`config.mk`:
```
export PLATFORM = sky130hd
export DESIGN_NAME = acc_ctrl
export DESIGN_NICKNAME = d
export VERILOG_FILES = /design/src/rtl/acc_pkg.sv /design/src/rtl/acc_ctrl.sv /design/src/rtl/acc_result_mem.sv
export SDC_FILE = /design/constraint.sdc
export NUM_CORES = 1
export LEC_CHECK = 0
export BUFFER_PORTS_ARGS = -buffer_cell sky130_fd_sc_hd__buf_2
export CORE_ASPECT_RATIO = 1.25
export CORE_MARGIN = 2
export CORE_UTILIZATION = 40
export DETAILED_ROUTE_END_ITERATION = 8
export GPL_ROUTABILITY_DRIVEN = 0
export PLACE_DENSITY = 0.67
export SETUP_SLACK_MARGIN = 0.15
export SYNTH_ARGS = -nofsm -noshare
export SYNTH_HDL_FRONTEND = slang
export SYNTH_SLANG_ARGS = --single-unit
```
`constraint.sdc`:
```
create_clock -name i_clk -period 9.2 [get_ports i_clk]
set_clock_uncertainty 0.15 [all_clocks]
set_input_delay 2.3 -clock i_clk [delete_from_list [all_inputs] [get_ports i_clk]]
set_output_delay 2.3 -clock i_clk [all_outputs]
set_load 0.005 [all_outputs]
```
`src/rtl/acc_pkg.sv`:
```
// Package of constants for the converter controller
package acc_pkg;
  localparam int unsigned NUM_CH = 8;
  localparam int unsigned RAW_W = 10;
  localparam int unsigned RES_W = 12;
  // APB register byte offsets
  localparam logic [7:0] OFS_CTRL = 8'h00;
  localparam logic [7:0] OFS_MODE = 8'h04;
  localparam logic [7:0] OFS_CHEN = 8'h10;
  localparam logic [7:0] OFS_CHDIS = 8'h14;
  localparam logic [7:0] OFS_CHSTAT = 8'h18;
  localparam logic [7:0] OFS_LAST = 8'h20;
  localparam logic [7:0] OFS_STAT = 8'h30;
  localparam logic [7:0] OFS_EXT = 8'h40;
  localparam logic [7:0] OFS_WIN = 8'h44;
  localparam logic [7:0] OFS_LWIN = 8'h48;
  localparam logic [7:0] OFS_CHRES = 8'h50;
  localparam logic [7:0] OFS_CHRES_END = 8'h6c;
  // Control register bits
  localparam int unsigned CTRL_START = 1;
  // Mode register fields
  localparam int unsigned MODE_TRGEN = 0;
  localparam int unsigned MODE_TRGSEL = 1;
  localparam int unsigned MODE_REDUCED_RESOLUTION_BIT = 4;
  localparam int unsigned MODE_SLEEP = 5;
  localparam int unsigned MODE_DIVIDE_BY_ONE_BIT = 6;
  localparam int unsigned MODE_DIVIDE_BY_THREE_BIT = 7;
  localparam int unsigned MODE_PRESC = 8;
  localparam int unsigned MODE_TRACK = 24;
  localparam int unsigned MODE_LASTDIV = 28;
  // Extended mode fields
  localparam int unsigned EXT_CMPMODE = 0;
  localparam int unsigned EXT_AVG = 4;
  // Status bits
  localparam int unsigned STAT_DRDY = 24;
  localparam int unsigned STAT_COMPE = 26;
  localparam int unsigned STAT_LCMP = 27;
  localparam int unsigned STAT_BUSY = 28;
  // Trigger select codes
  localparam logic [2:0] TRG_EXT = 3'h0;
  // Comparison modes
  localparam logic [1:0] CMP_LOW = 2'h0;
  localparam logic [1:0] CMP_HIGH = 2'h1;
  localparam logic [1:0] CMP_IN = 2'h2;
  // Averaging selections
  localparam logic [1:0] AVG_11 = 2'h1;
  localparam logic [1:0] AVG_12 = 2'h2;
  localparam logic [3:0] SAMP_11 = 4'h3;
  localparam logic [3:0] SAMP_12 = 4'hf;
  // Last conversion-clock count of a conversion; divide-by-three divider terminal count
  localparam logic [7:0] CONV_CYC = 8'h0a;
  localparam logic [7:0] DIVIDE_BY_THREE_BIT_CNT = 8'h02;
  localparam logic [31:0] RST_MODE = 32'h0000_0000;
  typedef enum logic [2:0] {
    ACC_IDLE, ACC_TRACK, ACC_CONV, ACC_STORE
  } acc_state_type;
endpackage : acc_pkg

```
`src/rtl/acc_ctrl.sv`:
```
// Converter controller: sequencer, clock divider, averaging, compare, APB
// Functional notes
// (RULE1) Reduced 8-bit result mode keeps the same conversion rate.
// (RULE2) Each result goes to shared and per-channel result registers.
// (RULE3) 11-bit mode averages four raw samples per result.
// (RULE4) 12-bit mode averages sixteen raw samples per result.
// (RULE5) Start by software, external pin rising edge or timer output.
// (RULE6) Last channel converts at its own slower rate.
// (RULE7) Last channel has its own comparison and event.
// (RULE8) Main compare: below, above, inside or outside thresholds.
// (RULE9) Eight inputs multiplexed; each channel enabled individually.
// (RULE10) Enabling a channel hands its shared pin to the converter.
// (RULE11) Disabled channel input grounded; pin stays pulled-up input.
// (RULE12) Register writes work with clock stopped; conversion needs clock.
// (RULE13) Tracking phase of programmed conversion-clock cycles precedes each.
// (RULE14) Prescaler sets conversion clock unless divide-by-one/three set.
// (RULE15) Software never sets divide-by-one and divide-by-three together.
// (RULE16) Next tracking overlaps previous conversion, extending if longer; here tracking starts only after the store cycle.
// (RULE17) Divide-by-one gives peripheral clock; prescaler 255 gives /512.
// (RULE18) Software keeps conversion clock within converter limits.
// (RULE19) One interrupt line for conversion and comparison events.
// (RULE20) One DMA request channel moves results to memory.
// (RULE21) Sleep mode wakes on trigger, converts all, returns low power.
// (RULE22) In 8-bit mode top two result bits read zero.
// (RULE23) Reading a channel result register clears its end flag.
// (RULE24) Writing start bit one begins sequence on enabled channels.
// (RULE25) Triggers during a sleep-mode sequence are ignored.
// (RULE26) Conversion clock is peripheral clock over twice prescaler plus one.
//
// Local design decisions: the placing of the registers and the APB slave port.
`timescale 1ns/10ps
module acc_ctrl
  import acc_pkg::*;
#(
  parameter int unsigned NCH = NUM_CH
) (
  input wire logic i_clk,
  input wire logic i_arst_n,
  input wire logic i_clk_en,
  input wire logic i_psel,
  input wire logic i_penable,
  input wire logic i_pwrite,
  input wire logic [7:0] i_paddr,
  input wire logic [31:0] i_pwdata,
  output logic [31:0] o_prdata,
  output logic o_pready,
  output logic o_pslverr,
  input wire logic i_external_trigger_pin,
  input wire logic [2:0] i_timer_channel_output,
  input wire logic [RAW_W-1:0] i_raw_data,
  output logic [2:0] o_mux_sel,
  output logic o_sample,
  output logic o_convert,
  output logic o_analog_on,
  output logic [NCH-1:0] o_analog_input_lines_sel,
  output logic [NCH-1:0] o_ground_input,
  output logic o_irq,
  output logic o_dma_req,
  input wire logic i_dma_ack
);
  // Register state
  logic [31:0] mode, ext, win, lwin, ie;
  logic [NCH-1:0] chen, eoc;
  logic drdy, compe, lcmp, start_req;
  logic [31:0] next_mode, next_ext, next_win, next_lwin, next_ie;
  logic [NCH-1:0] next_chen, next_eoc;
  logic next_drdy, next_compe, next_lcmp, next_start_req;
  logic [RES_W-1:0] last_res, next_last_res;
  logic [2:0] last_ch, next_last_ch;
  // Sequencer state
  acc_state_type state, next_state;
  logic [8:0] div_cnt, next_div_cnt;
  logic [7:0] ph_cnt, next_ph_cnt;
  logic [3:0] samp_cnt, next_samp_cnt;
  logic [RAW_W+3:0] acc, next_acc;
  logic [2:0] ch, next_ch;
  logic [NCH-1:0] pend, next_pend;
  logic [3:0] lrate, next_lrate;
  logic [RES_W-1:0] rvalue;
  // Pin synchroniser
  logic [3:0] sy1, sy2;
  logic trg_q, next_trg_q;
  // Memory
  logic mem_we;
  logic [RES_W-1:0] mem_rdata;
  logic [2:0] mem_raddr;
  logic [7:0] chres_ofs;
  logic wr, rd, conv_tick, trg_lvl, trg_edge, cmp_hit, lcmp_hit;
  logic [3:0] samp_max;
  logic [RAW_W+3:0] avg_full;
  logic [8:0] div_max;
  logic [2:0] first_ch;

  assign wr = i_psel && i_penable && i_pwrite;
  assign rd = i_psel && i_penable && !i_pwrite;
  assign o_pready = 1'b1;
  assign o_pslverr = 1'b0;
  // Channel index counts from the first result word, not from bit 2
  assign chres_ofs = i_paddr - OFS_CHRES;
  assign mem_raddr = chres_ofs[4:2];

  // Two-stage synchroniser for pin and timer triggers
  always_ff @(posedge i_clk or negedge i_arst_n) begin
    if (!i_arst_n) begin
      sy1 <= 4'h0;
      sy2 <= 4'h0;
    end else begin
      sy1 <= {i_timer_channel_output, i_external_trigger_pin};
      sy2 <= sy1;
    end
  end

  always_comb begin
    trg_lvl = (mode[MODE_TRGSEL +: 3] == TRG_EXT) ? sy2[0] :
      sy2[mode[MODE_TRGSEL +: 2]]; // RULE5
    next_trg_q = trg_lvl;
    trg_edge = mode[MODE_TRGEN] && trg_lvl && !trg_q; // RULE5
  end

  // Conversion-clock divider as one-cycle enable pulse
  always_comb begin
    if (mode[MODE_DIVIDE_BY_ONE_BIT]) begin
      div_max = 9'h000; // RULE17
    end else if (mode[MODE_DIVIDE_BY_THREE_BIT]) begin
      div_max = {1'b0, DIVIDE_BY_THREE_BIT_CNT}; // RULE14
    end else begin
      div_max = {mode[MODE_PRESC +: 8], 1'b1}; // RULE26 RULE17
    end
    samp_max = (ext[EXT_AVG +: 2] == AVG_12) ? SAMP_12 :
      (ext[EXT_AVG +: 2] == AVG_11) ? SAMP_11 : 4'h0; // RULE3 RULE4
    avg_full = acc + {4'h0, i_raw_data};
    if (ext[EXT_AVG +: 2] == AVG_12) begin
      rvalue = avg_full[RAW_W+3:2]; // RULE4
    end else if (ext[EXT_AVG +: 2] == AVG_11) begin
      rvalue = {1'b0, avg_full[RAW_W+1:1]}; // RULE3
    end else if (mode[MODE_REDUCED_RESOLUTION_BIT]) begin
      rvalue = {4'h0, i_raw_data[RAW_W-1:2]}; // RULE1 RULE22
    end else begin
      rvalue = {2'h0, i_raw_data};
    end
    first_ch = 3'h0;
    for (int i = NCH - 1; i >= 0; i--) begin
      if (next_pend[i]) begin
        first_ch = 3'(i);
      end
    end
  end
  assign conv_tick = i_clk_en && (div_cnt == div_max); // RULE12

  // Comparisons
  always_comb begin
    case (ext[EXT_CMPMODE +: 2])
      CMP_LOW: cmp_hit = rvalue < win[11:0]; // RULE8
      CMP_HIGH: cmp_hit = rvalue > win[27:16]; // RULE8
      CMP_IN: cmp_hit = rvalue >= win[11:0] && rvalue <= win[27:16];
      default: cmp_hit = rvalue < win[11:0] || rvalue > win[27:16];
    endcase
    lcmp_hit = rvalue < lwin[11:0] || rvalue > lwin[27:16]; // RULE7
  end

  // Sequencer next state
  always_comb begin
    next_state = state;
    next_div_cnt = div_cnt;
    next_ph_cnt = ph_cnt;
    next_samp_cnt = samp_cnt;
    next_acc = acc;
    next_ch = ch;
    next_pend = pend;
    next_lrate = lrate;
    mem_we = 1'b0;
    if (i_clk_en) begin
      next_div_cnt = conv_tick ? 9'h000 : 9'(div_cnt + 9'h001);
    end
    if (state == ACC_IDLE) begin
      next_pend = chen; // RULE24
      if (chen[NCH-1] && lrate != mode[MODE_LASTDIV +: 4]) begin
        next_pend[NCH-1] = 1'b0; // RULE6
      end
    end
    case (state)
      ACC_IDLE: begin
        if ((start_req || trg_edge) && i_clk_en && |next_pend) begin
          next_state = ACC_TRACK; // RULE21 RULE24
          next_ch = first_ch;
          next_ph_cnt = 8'h00;
          next_samp_cnt = 4'h0;
          next_acc = '0;
          next_lrate = (lrate == mode[MODE_LASTDIV +: 4]) ? 4'h0 :
            4'(lrate + 4'h1);
        end
      end
      ACC_TRACK: begin
        if (conv_tick) begin
          next_ph_cnt = 8'(ph_cnt + 8'h01);
          if (ph_cnt >= {4'h0, mode[MODE_TRACK +: 4]}) begin
            next_state = ACC_CONV; // RULE13 RULE16
            next_ph_cnt = 8'h00;
          end
        end
      end
      ACC_CONV: begin
        if (conv_tick) begin
          next_ph_cnt = 8'(ph_cnt + 8'h01);
          if (ph_cnt == CONV_CYC) begin
            next_state = ACC_STORE;
          end
        end
      end
      ACC_STORE: begin
        next_ph_cnt = 8'h00;
        if (samp_cnt != samp_max) begin
          next_acc = avg_full; // RULE3 RULE4
          next_samp_cnt = 4'(samp_cnt + 4'h1);
          next_state = ACC_TRACK;
        end else begin
          mem_we = 1'b1; // RULE2
          next_pend[ch] = 1'b0;
          next_acc = '0;
          next_samp_cnt = 4'h0;
          next_ch = first_ch;
          next_state = (|next_pend) ? ACC_TRACK : ACC_IDLE; // RULE21
        end
      end
      default: next_state = ACC_IDLE;
    endcase
  end

  // Register next values
  always_comb begin
    next_mode = mode;
    next_ext = ext;
    next_win = win;
    next_lwin = lwin;
    next_ie = ie;
    next_chen = chen;
    next_eoc = eoc;
    next_drdy = drdy;
    next_compe = compe;
    next_lcmp = lcmp;
    next_last_res = last_res;
    next_last_ch = last_ch;
    next_start_req = start_req && state == ACC_IDLE && !i_clk_en;
    if (wr) begin
      case (i_paddr)
        OFS_CTRL: begin
          if (i_pwdata[CTRL_START] && state == ACC_IDLE) begin
            next_start_req = 1'b1; // RULE24 RULE25
          end
        end
        OFS_MODE: next_mode = i_pwdata; // RULE12 RULE15
        OFS_CHEN: next_chen = chen | i_pwdata[NCH-1:0]; // RULE9 RULE10
        OFS_CHDIS: next_chen = chen & ~i_pwdata[NCH-1:0]; // RULE9
        OFS_EXT: next_ext = i_pwdata;
        OFS_WIN: next_win = i_pwdata;
        OFS_LWIN: next_lwin = i_pwdata;
        OFS_STAT: next_ie = i_pwdata;
        default: next_ie = ie;
      endcase
    end
    if (rd) begin
      if (i_paddr >= OFS_CHRES && i_paddr <= OFS_CHRES_END) begin
        next_eoc[mem_raddr] = 1'b0; // RULE23
      end
      if (i_paddr == OFS_LAST) begin
        next_drdy = 1'b0;
      end
      if (i_paddr == OFS_STAT) begin
        next_compe = 1'b0;
        next_lcmp = 1'b0;
      end
    end
    if (i_dma_ack) begin
      next_drdy = 1'b0; // RULE20
    end
    if (mem_we) begin
      next_eoc[ch] = 1'b1; // RULE2
      next_drdy = 1'b1;
      next_last_res = rvalue;
      next_last_ch = ch;
      if (cmp_hit) begin
        next_compe = 1'b1; // RULE8
      end
      if (ch == 3'(NCH - 1) && lcmp_hit) begin
        next_lcmp = 1'b1; // RULE7
      end
    end
  end

  always_ff @(posedge i_clk or negedge i_arst_n) begin
    if (!i_arst_n) begin
      mode <= RST_MODE;
      ext <= '0;
      win <= '0;
      lwin <= '0;
      ie <= '0;
      chen <= '0;
      eoc <= '0;
      drdy <= 1'b0;
      compe <= 1'b0;
      lcmp <= 1'b0;
      start_req <= 1'b0;
      last_res <= '0;
      last_ch <= 3'h0;
      state <= ACC_IDLE;
      div_cnt <= 9'h000;
      ph_cnt <= 8'h00;
      samp_cnt <= 4'h0;
      acc <= '0;
      ch <= 3'h0;
      pend <= '0;
      lrate <= 4'h0;
      trg_q <= 1'b0;
    end else begin
      mode <= next_mode;
      ext <= next_ext;
      win <= next_win;
      lwin <= next_lwin;
      ie <= next_ie;
      chen <= next_chen;
      eoc <= next_eoc;
      drdy <= next_drdy;
      compe <= next_compe;
      lcmp <= next_lcmp;
      start_req <= next_start_req;
      last_res <= next_last_res;
      last_ch <= next_last_ch;
      state <= next_state;
      div_cnt <= next_div_cnt;
      ph_cnt <= next_ph_cnt;
      samp_cnt <= next_samp_cnt;
      acc <= next_acc;
      ch <= next_ch;
      pend <= next_pend;
      lrate <= next_lrate;
      trg_q <= next_trg_q;
    end
  end

  acc_result_mem #(
    .DEPTH(NCH),
    .WIDTH(RES_W),
    .AW(3)
  ) u_mem (
    .i_clk(i_clk),
    .i_we(mem_we),
    .i_waddr(ch),
    .i_wdata(rvalue),
    .i_raddr(mem_raddr),
    .o_rdata(mem_rdata)
  );

  // Read mux: result memory is read combinationally from its register,
  // so per-channel reads answer with one-cycle address setup
  always_comb begin
    case (i_paddr)
      OFS_MODE: o_prdata = mode;
      OFS_CHSTAT: o_prdata = {24'h0, chen};
      OFS_LAST: o_prdata = {15'h0, last_ch, 2'h0, last_res}; // RULE2
      OFS_STAT: o_prdata = {3'h0, state != ACC_IDLE, lcmp, compe, 1'b0,
        drdy, 16'h0, eoc};
      OFS_EXT: o_prdata = ext;
      OFS_WIN: o_prdata = win;
      OFS_LWIN: o_prdata = lwin;
      default: begin
        if (i_paddr >= OFS_CHRES && i_paddr <= OFS_CHRES_END) begin
          o_prdata = {20'h0, mem_rdata}; // RULE2
        end else begin
          o_prdata = 32'h0;
        end
      end
    endcase
  end

  assign o_mux_sel = ch; // RULE9
  assign o_sample = state == ACC_TRACK; // RULE13
  assign o_convert = state == ACC_CONV;
  assign o_analog_on = !mode[MODE_SLEEP] || state != ACC_IDLE; // RULE21
  assign o_analog_input_lines_sel = chen; // RULE10
  assign o_ground_input = ~chen; // RULE11
  assign o_irq = |(ie[NCH-1:0] & eoc) || (ie[STAT_DRDY] && drdy) ||
    (ie[STAT_COMPE] && compe) || (ie[STAT_LCMP] && lcmp); // RULE19 RULE7
  assign o_dma_req = drdy; // RULE20
endmodule : acc_ctrl

```
`src/rtl/acc_result_mem.sv`:
```
// Per-channel result memory with registered read data
`timescale 1ns/10ps
module acc_result_mem #(
  parameter int unsigned DEPTH = 8,
  parameter int unsigned WIDTH = 12,
  parameter int unsigned AW = 3
) (
  input wire logic i_clk,
  input wire logic i_we,
  input wire logic [AW-1:0] i_waddr,
  input wire logic [WIDTH-1:0] i_wdata,
  input wire logic [AW-1:0] i_raddr,
  output logic [WIDTH-1:0] o_rdata
);
  logic [WIDTH-1:0] mem [DEPTH];
  always_ff @(posedge i_clk) begin
    if (i_we) begin
      mem[i_waddr] <= i_wdata;
    end
    o_rdata <= mem[i_raddr];
  end
endmodule : acc_result_mem
```
==> metrics.txt <==
Worst IR Drop VDD=approximately 130 uV; yosys synthesis warning count=0; # fillers=around 4k; type of the worst setup path=in2out; clock sinks=approximately 340; area of the multi-input gates=around 7600 sq um; total power divided by cell area=between 200 and 250 nW/um^2; drt pass-1 iters=8; total number of vias=between 10k and 15k; WHS Path Cells=0; flops & latches, synth=343; Layout Area Growth over Synthesis=14.4%; max capacitance violation total=0; grt ovf=0; Hold Crit Endpoint=sy2[1]; # nets final=between 1.5k and 2k; die width=around 190 microns; fraction of layout cells with a size suffix above 1=24.9%; RSZ-0062 raised after global routing=false; worst path bufs/invs=3; Cell Area, Placed=between 15000 and 20000 sq um; wire per inst=22.5 microns; RR Endpoint=lcmp; Yosys cell types=between 80 and 90; Routed Antenna Nets=0; min Tclk post-route=about 7.4 ns; Main synth FF type=dfrtp_1; fin area=between 15000 and 20000 sq um; r2r startpoint=acc[0]; CTS max path bufs=3; Ports=around 120; leading cell type in the layout, fill and taps excluded=dfrtp_1; ys async rst share=68.5%; outcome=completed; number of flops mapped to enable cells by yosys=96; kind of cell adding the most delay to the critical path=simple AND/OR/NAND/NOR gates; worst-path cell chain=buf_2 > nor3_1 > nand3_1 > buf_4 > nor2_1 > a222oi_1 > nand2_1 > buf_2; critical path capture point type=primary output; clock-pin slew on the worst setup and hold paths=around 0.060 ns; CTS tree=built; initial DRC count=850; CTS Hold Bufs=0; Worst Tran Pin Value=around 1.3 ns; worst r2r path cells=16; CP max stage delay=around 0.95 ns; Remaining DRCs=0; number of I/O port buffers=roughly 120; post_cts resized=0; Synth Instances=1488; hold_sp=sy1[1]; Pleak=roughly 8.8 nW; Hold Vio Cnt, Final=0; Routed WL=approximately 49000 microns; Core Rows=between 80 and 90; Mean Syn Cell Area=approximately 12 sq um; Slew Viols, Final=0; Via density=5.73; total CTS buffers=35; global-route wire length before repair=between 70000 and 80000 microns; final setup fails=0; Starting Density=approximately two fifths; Seq/Total Area, Yosys=a little over half; Fin Setup TNS=0 ns; largest net degree at the start of global routing=between 150 and 200; Worst Path Required=between 6 and 7 ns; H-tree Lvls=2; Final Cycle Share=80.5%; Syn Std Cell Area=17200 sq um; CP Data Arrival Time=about 5.0 ns; clk_lat worst skew=approximately 0.53 ns; Die Ht=approximately 240 microns; post-CTS setup buffers=0; Max FO, Critical Path=22; hpwl dp=35600 microns; WP depth=8; critical path startpoint category=input port; vias in the first global route=~13k; fmax=approximately 0.13 GHz; R2R Setup Slk=4.44 ns; Total GRT Usage=around 22%; die area=between 40000 and 50000 sq um; most frequent cells in the layout=235 x dfrtp_1, 165 x nand2_1, 146 x mux2_2; Hold Path Class=reg2reg; Post-Syn Nets=around 1.6k; antenna violations before repair=3; slew margin rel.=between 10 and 15%; Register Area=between 9000 and 10000 sq um; CTS Root Cell=clkbuf_16; Worst path slowest cell=nor2_1; core box area=42800 sq um; Crit path top cell by count=buf_2
## flip-flops by register name, summed over array words and instances, names as in the netlist, 4 cells and up, named ones only
register,count
lwin,32
u_mem.mem,96
samp_cnt,4
eoc,8
win,32
div_cnt,9
ph_cnt,8
mode,32
u_mem.o_rdata,12
ie,11
ext,32
sy1,4
lrate,4
acc,14
pend,8
last_res,12
sy2,4
## final cells by class
class | instances | share of cell area [%]
flip-flops and latches | 343 | 45.7
multi-input cells | 987 | 38.5
clock buffers | 49 | 5.30
repair buffers | 147 | 4.24
well taps | 565 | 3.59
inverters | 91 | 1.73
clock inverters | 14 | 0.902
diodes | 2 | 0.0254
## metrics by stage
stage	hold WS, ns	std cells	utilization (%)	total power, W	setup slack, ns
6_report	0.197	2198	46.1	0.00425	1.79
5_1_grt	0.208	2198	46.1	0.00445	1.74
2_1_floorplan	0.181	1488	-	0.00247	2.84
3_5_place_dp	0.185	2133	43.2	0.00276	1.87
3_3_place_gp	0.183	2133	43.2	0.00273	1.92
4_1_cts	0.198	2196	46.1	0.00427	1.93
## per-layer routing
layer	track usage (%)	part of all wire [%]
met1	27.0	39
met2	37.4	49
met3	3.11	5.5
met4	13.6	6.5
met5	0	0.028
## worst max path at each step
| stage | from | to | slack, ns |
|---|---|---|---|
| 2_1_floorplan | i_paddr[1] | o_prdata[13] | 2.84 |
| 3_3_place_gp | i_paddr[1] | o_prdata[25] | 1.92 |
| 3_5_place_dp | i_paddr[1] | o_prdata[25] | 1.87 |
| 4_1_cts | i_paddr[1] | o_prdata[21] | 1.93 |
| 5_1_grt | i_paddr[1] | o_prdata[20] | 1.74 |
| 6_report | i_paddr[1] | o_prdata[22] | 1.79 |
## cells in the mapped netlist (all sizes together), types with 3 or more instances
cell | n | share of area [%]
dfrtp | 235 | 34
nand2 | 165 | 3.6
mux2 | 148 | 9.7
edfxtp | 96 | 17
inv | 89 | 1.9
nor2 | 82 | 1.8
ha | 72 | 5.2
a21oi | 71 | 2.1
o21ai | 65 | 1.9
buf | 35 | 1.1
nand3 | 35 | 1.0
mux2i | 34 | 2.0
clkbuf | 32 | 0.70
mux4 | 25 | 3.3
a21o | 24 | 1.0
nand4 | 21 | 0.76
a222oi | 20 | 1.2
nand2b | 17 | 0.62
nor3 | 16 | 0.61
a22oi | 14 | 0.61
nor2b | 14 | 0.51
xor2 | 14 | 0.71
a22o | 13 | 0.66
dfxtp | 12 | 1.4
o211ai | 11 | 0.59
a211oi | 10 | 0.46
o21a | 10 | 0.44
o22ai | 9 | 0.33
xnor2 | 9 | 0.46
a31oi | 8 | 0.29
a221oi | 7 | 0.39
and3 | 7 | 0.25
a221o | 6 | 0.35
nand3b | 6 | 0.26
or2 | 5 | 0.18
nor4 | 4 | 0.23
o21bai | 4 | 0.17
and3b | 3 | 0.15
nor3b | 3 | 0.16
o31ai | 3 | 0.13
or3 | 3 | 0.11
## report_power, final
part,internal (W),switching (W),total [W],leakage [nW]
Clock,0.000908,0.000601,0.00151,0.602
Combinational,0.000350,0.000536,0.000886,4.10
Sequential,0.00171,0.000146,0.00185,4.12
Total,0.00297,0.00128,0.00425,8.81
## cells by family after synthesis
group                      count (synthesis)  synth area share [%]
other                                      2                0.0436
DFF                                      343                  52.3
adders and majority gates                 73                  5.35
xor gates and xnor gates                  23                  1.17
and+or+nand+nor                          390                  10.7
AOI/OAI and AO/OA                        292                  11.7
muxes                                    207                  15.0
buffers and inverters                    158                  3.81
Note: power is estimated with default switching activity, not from simulation.
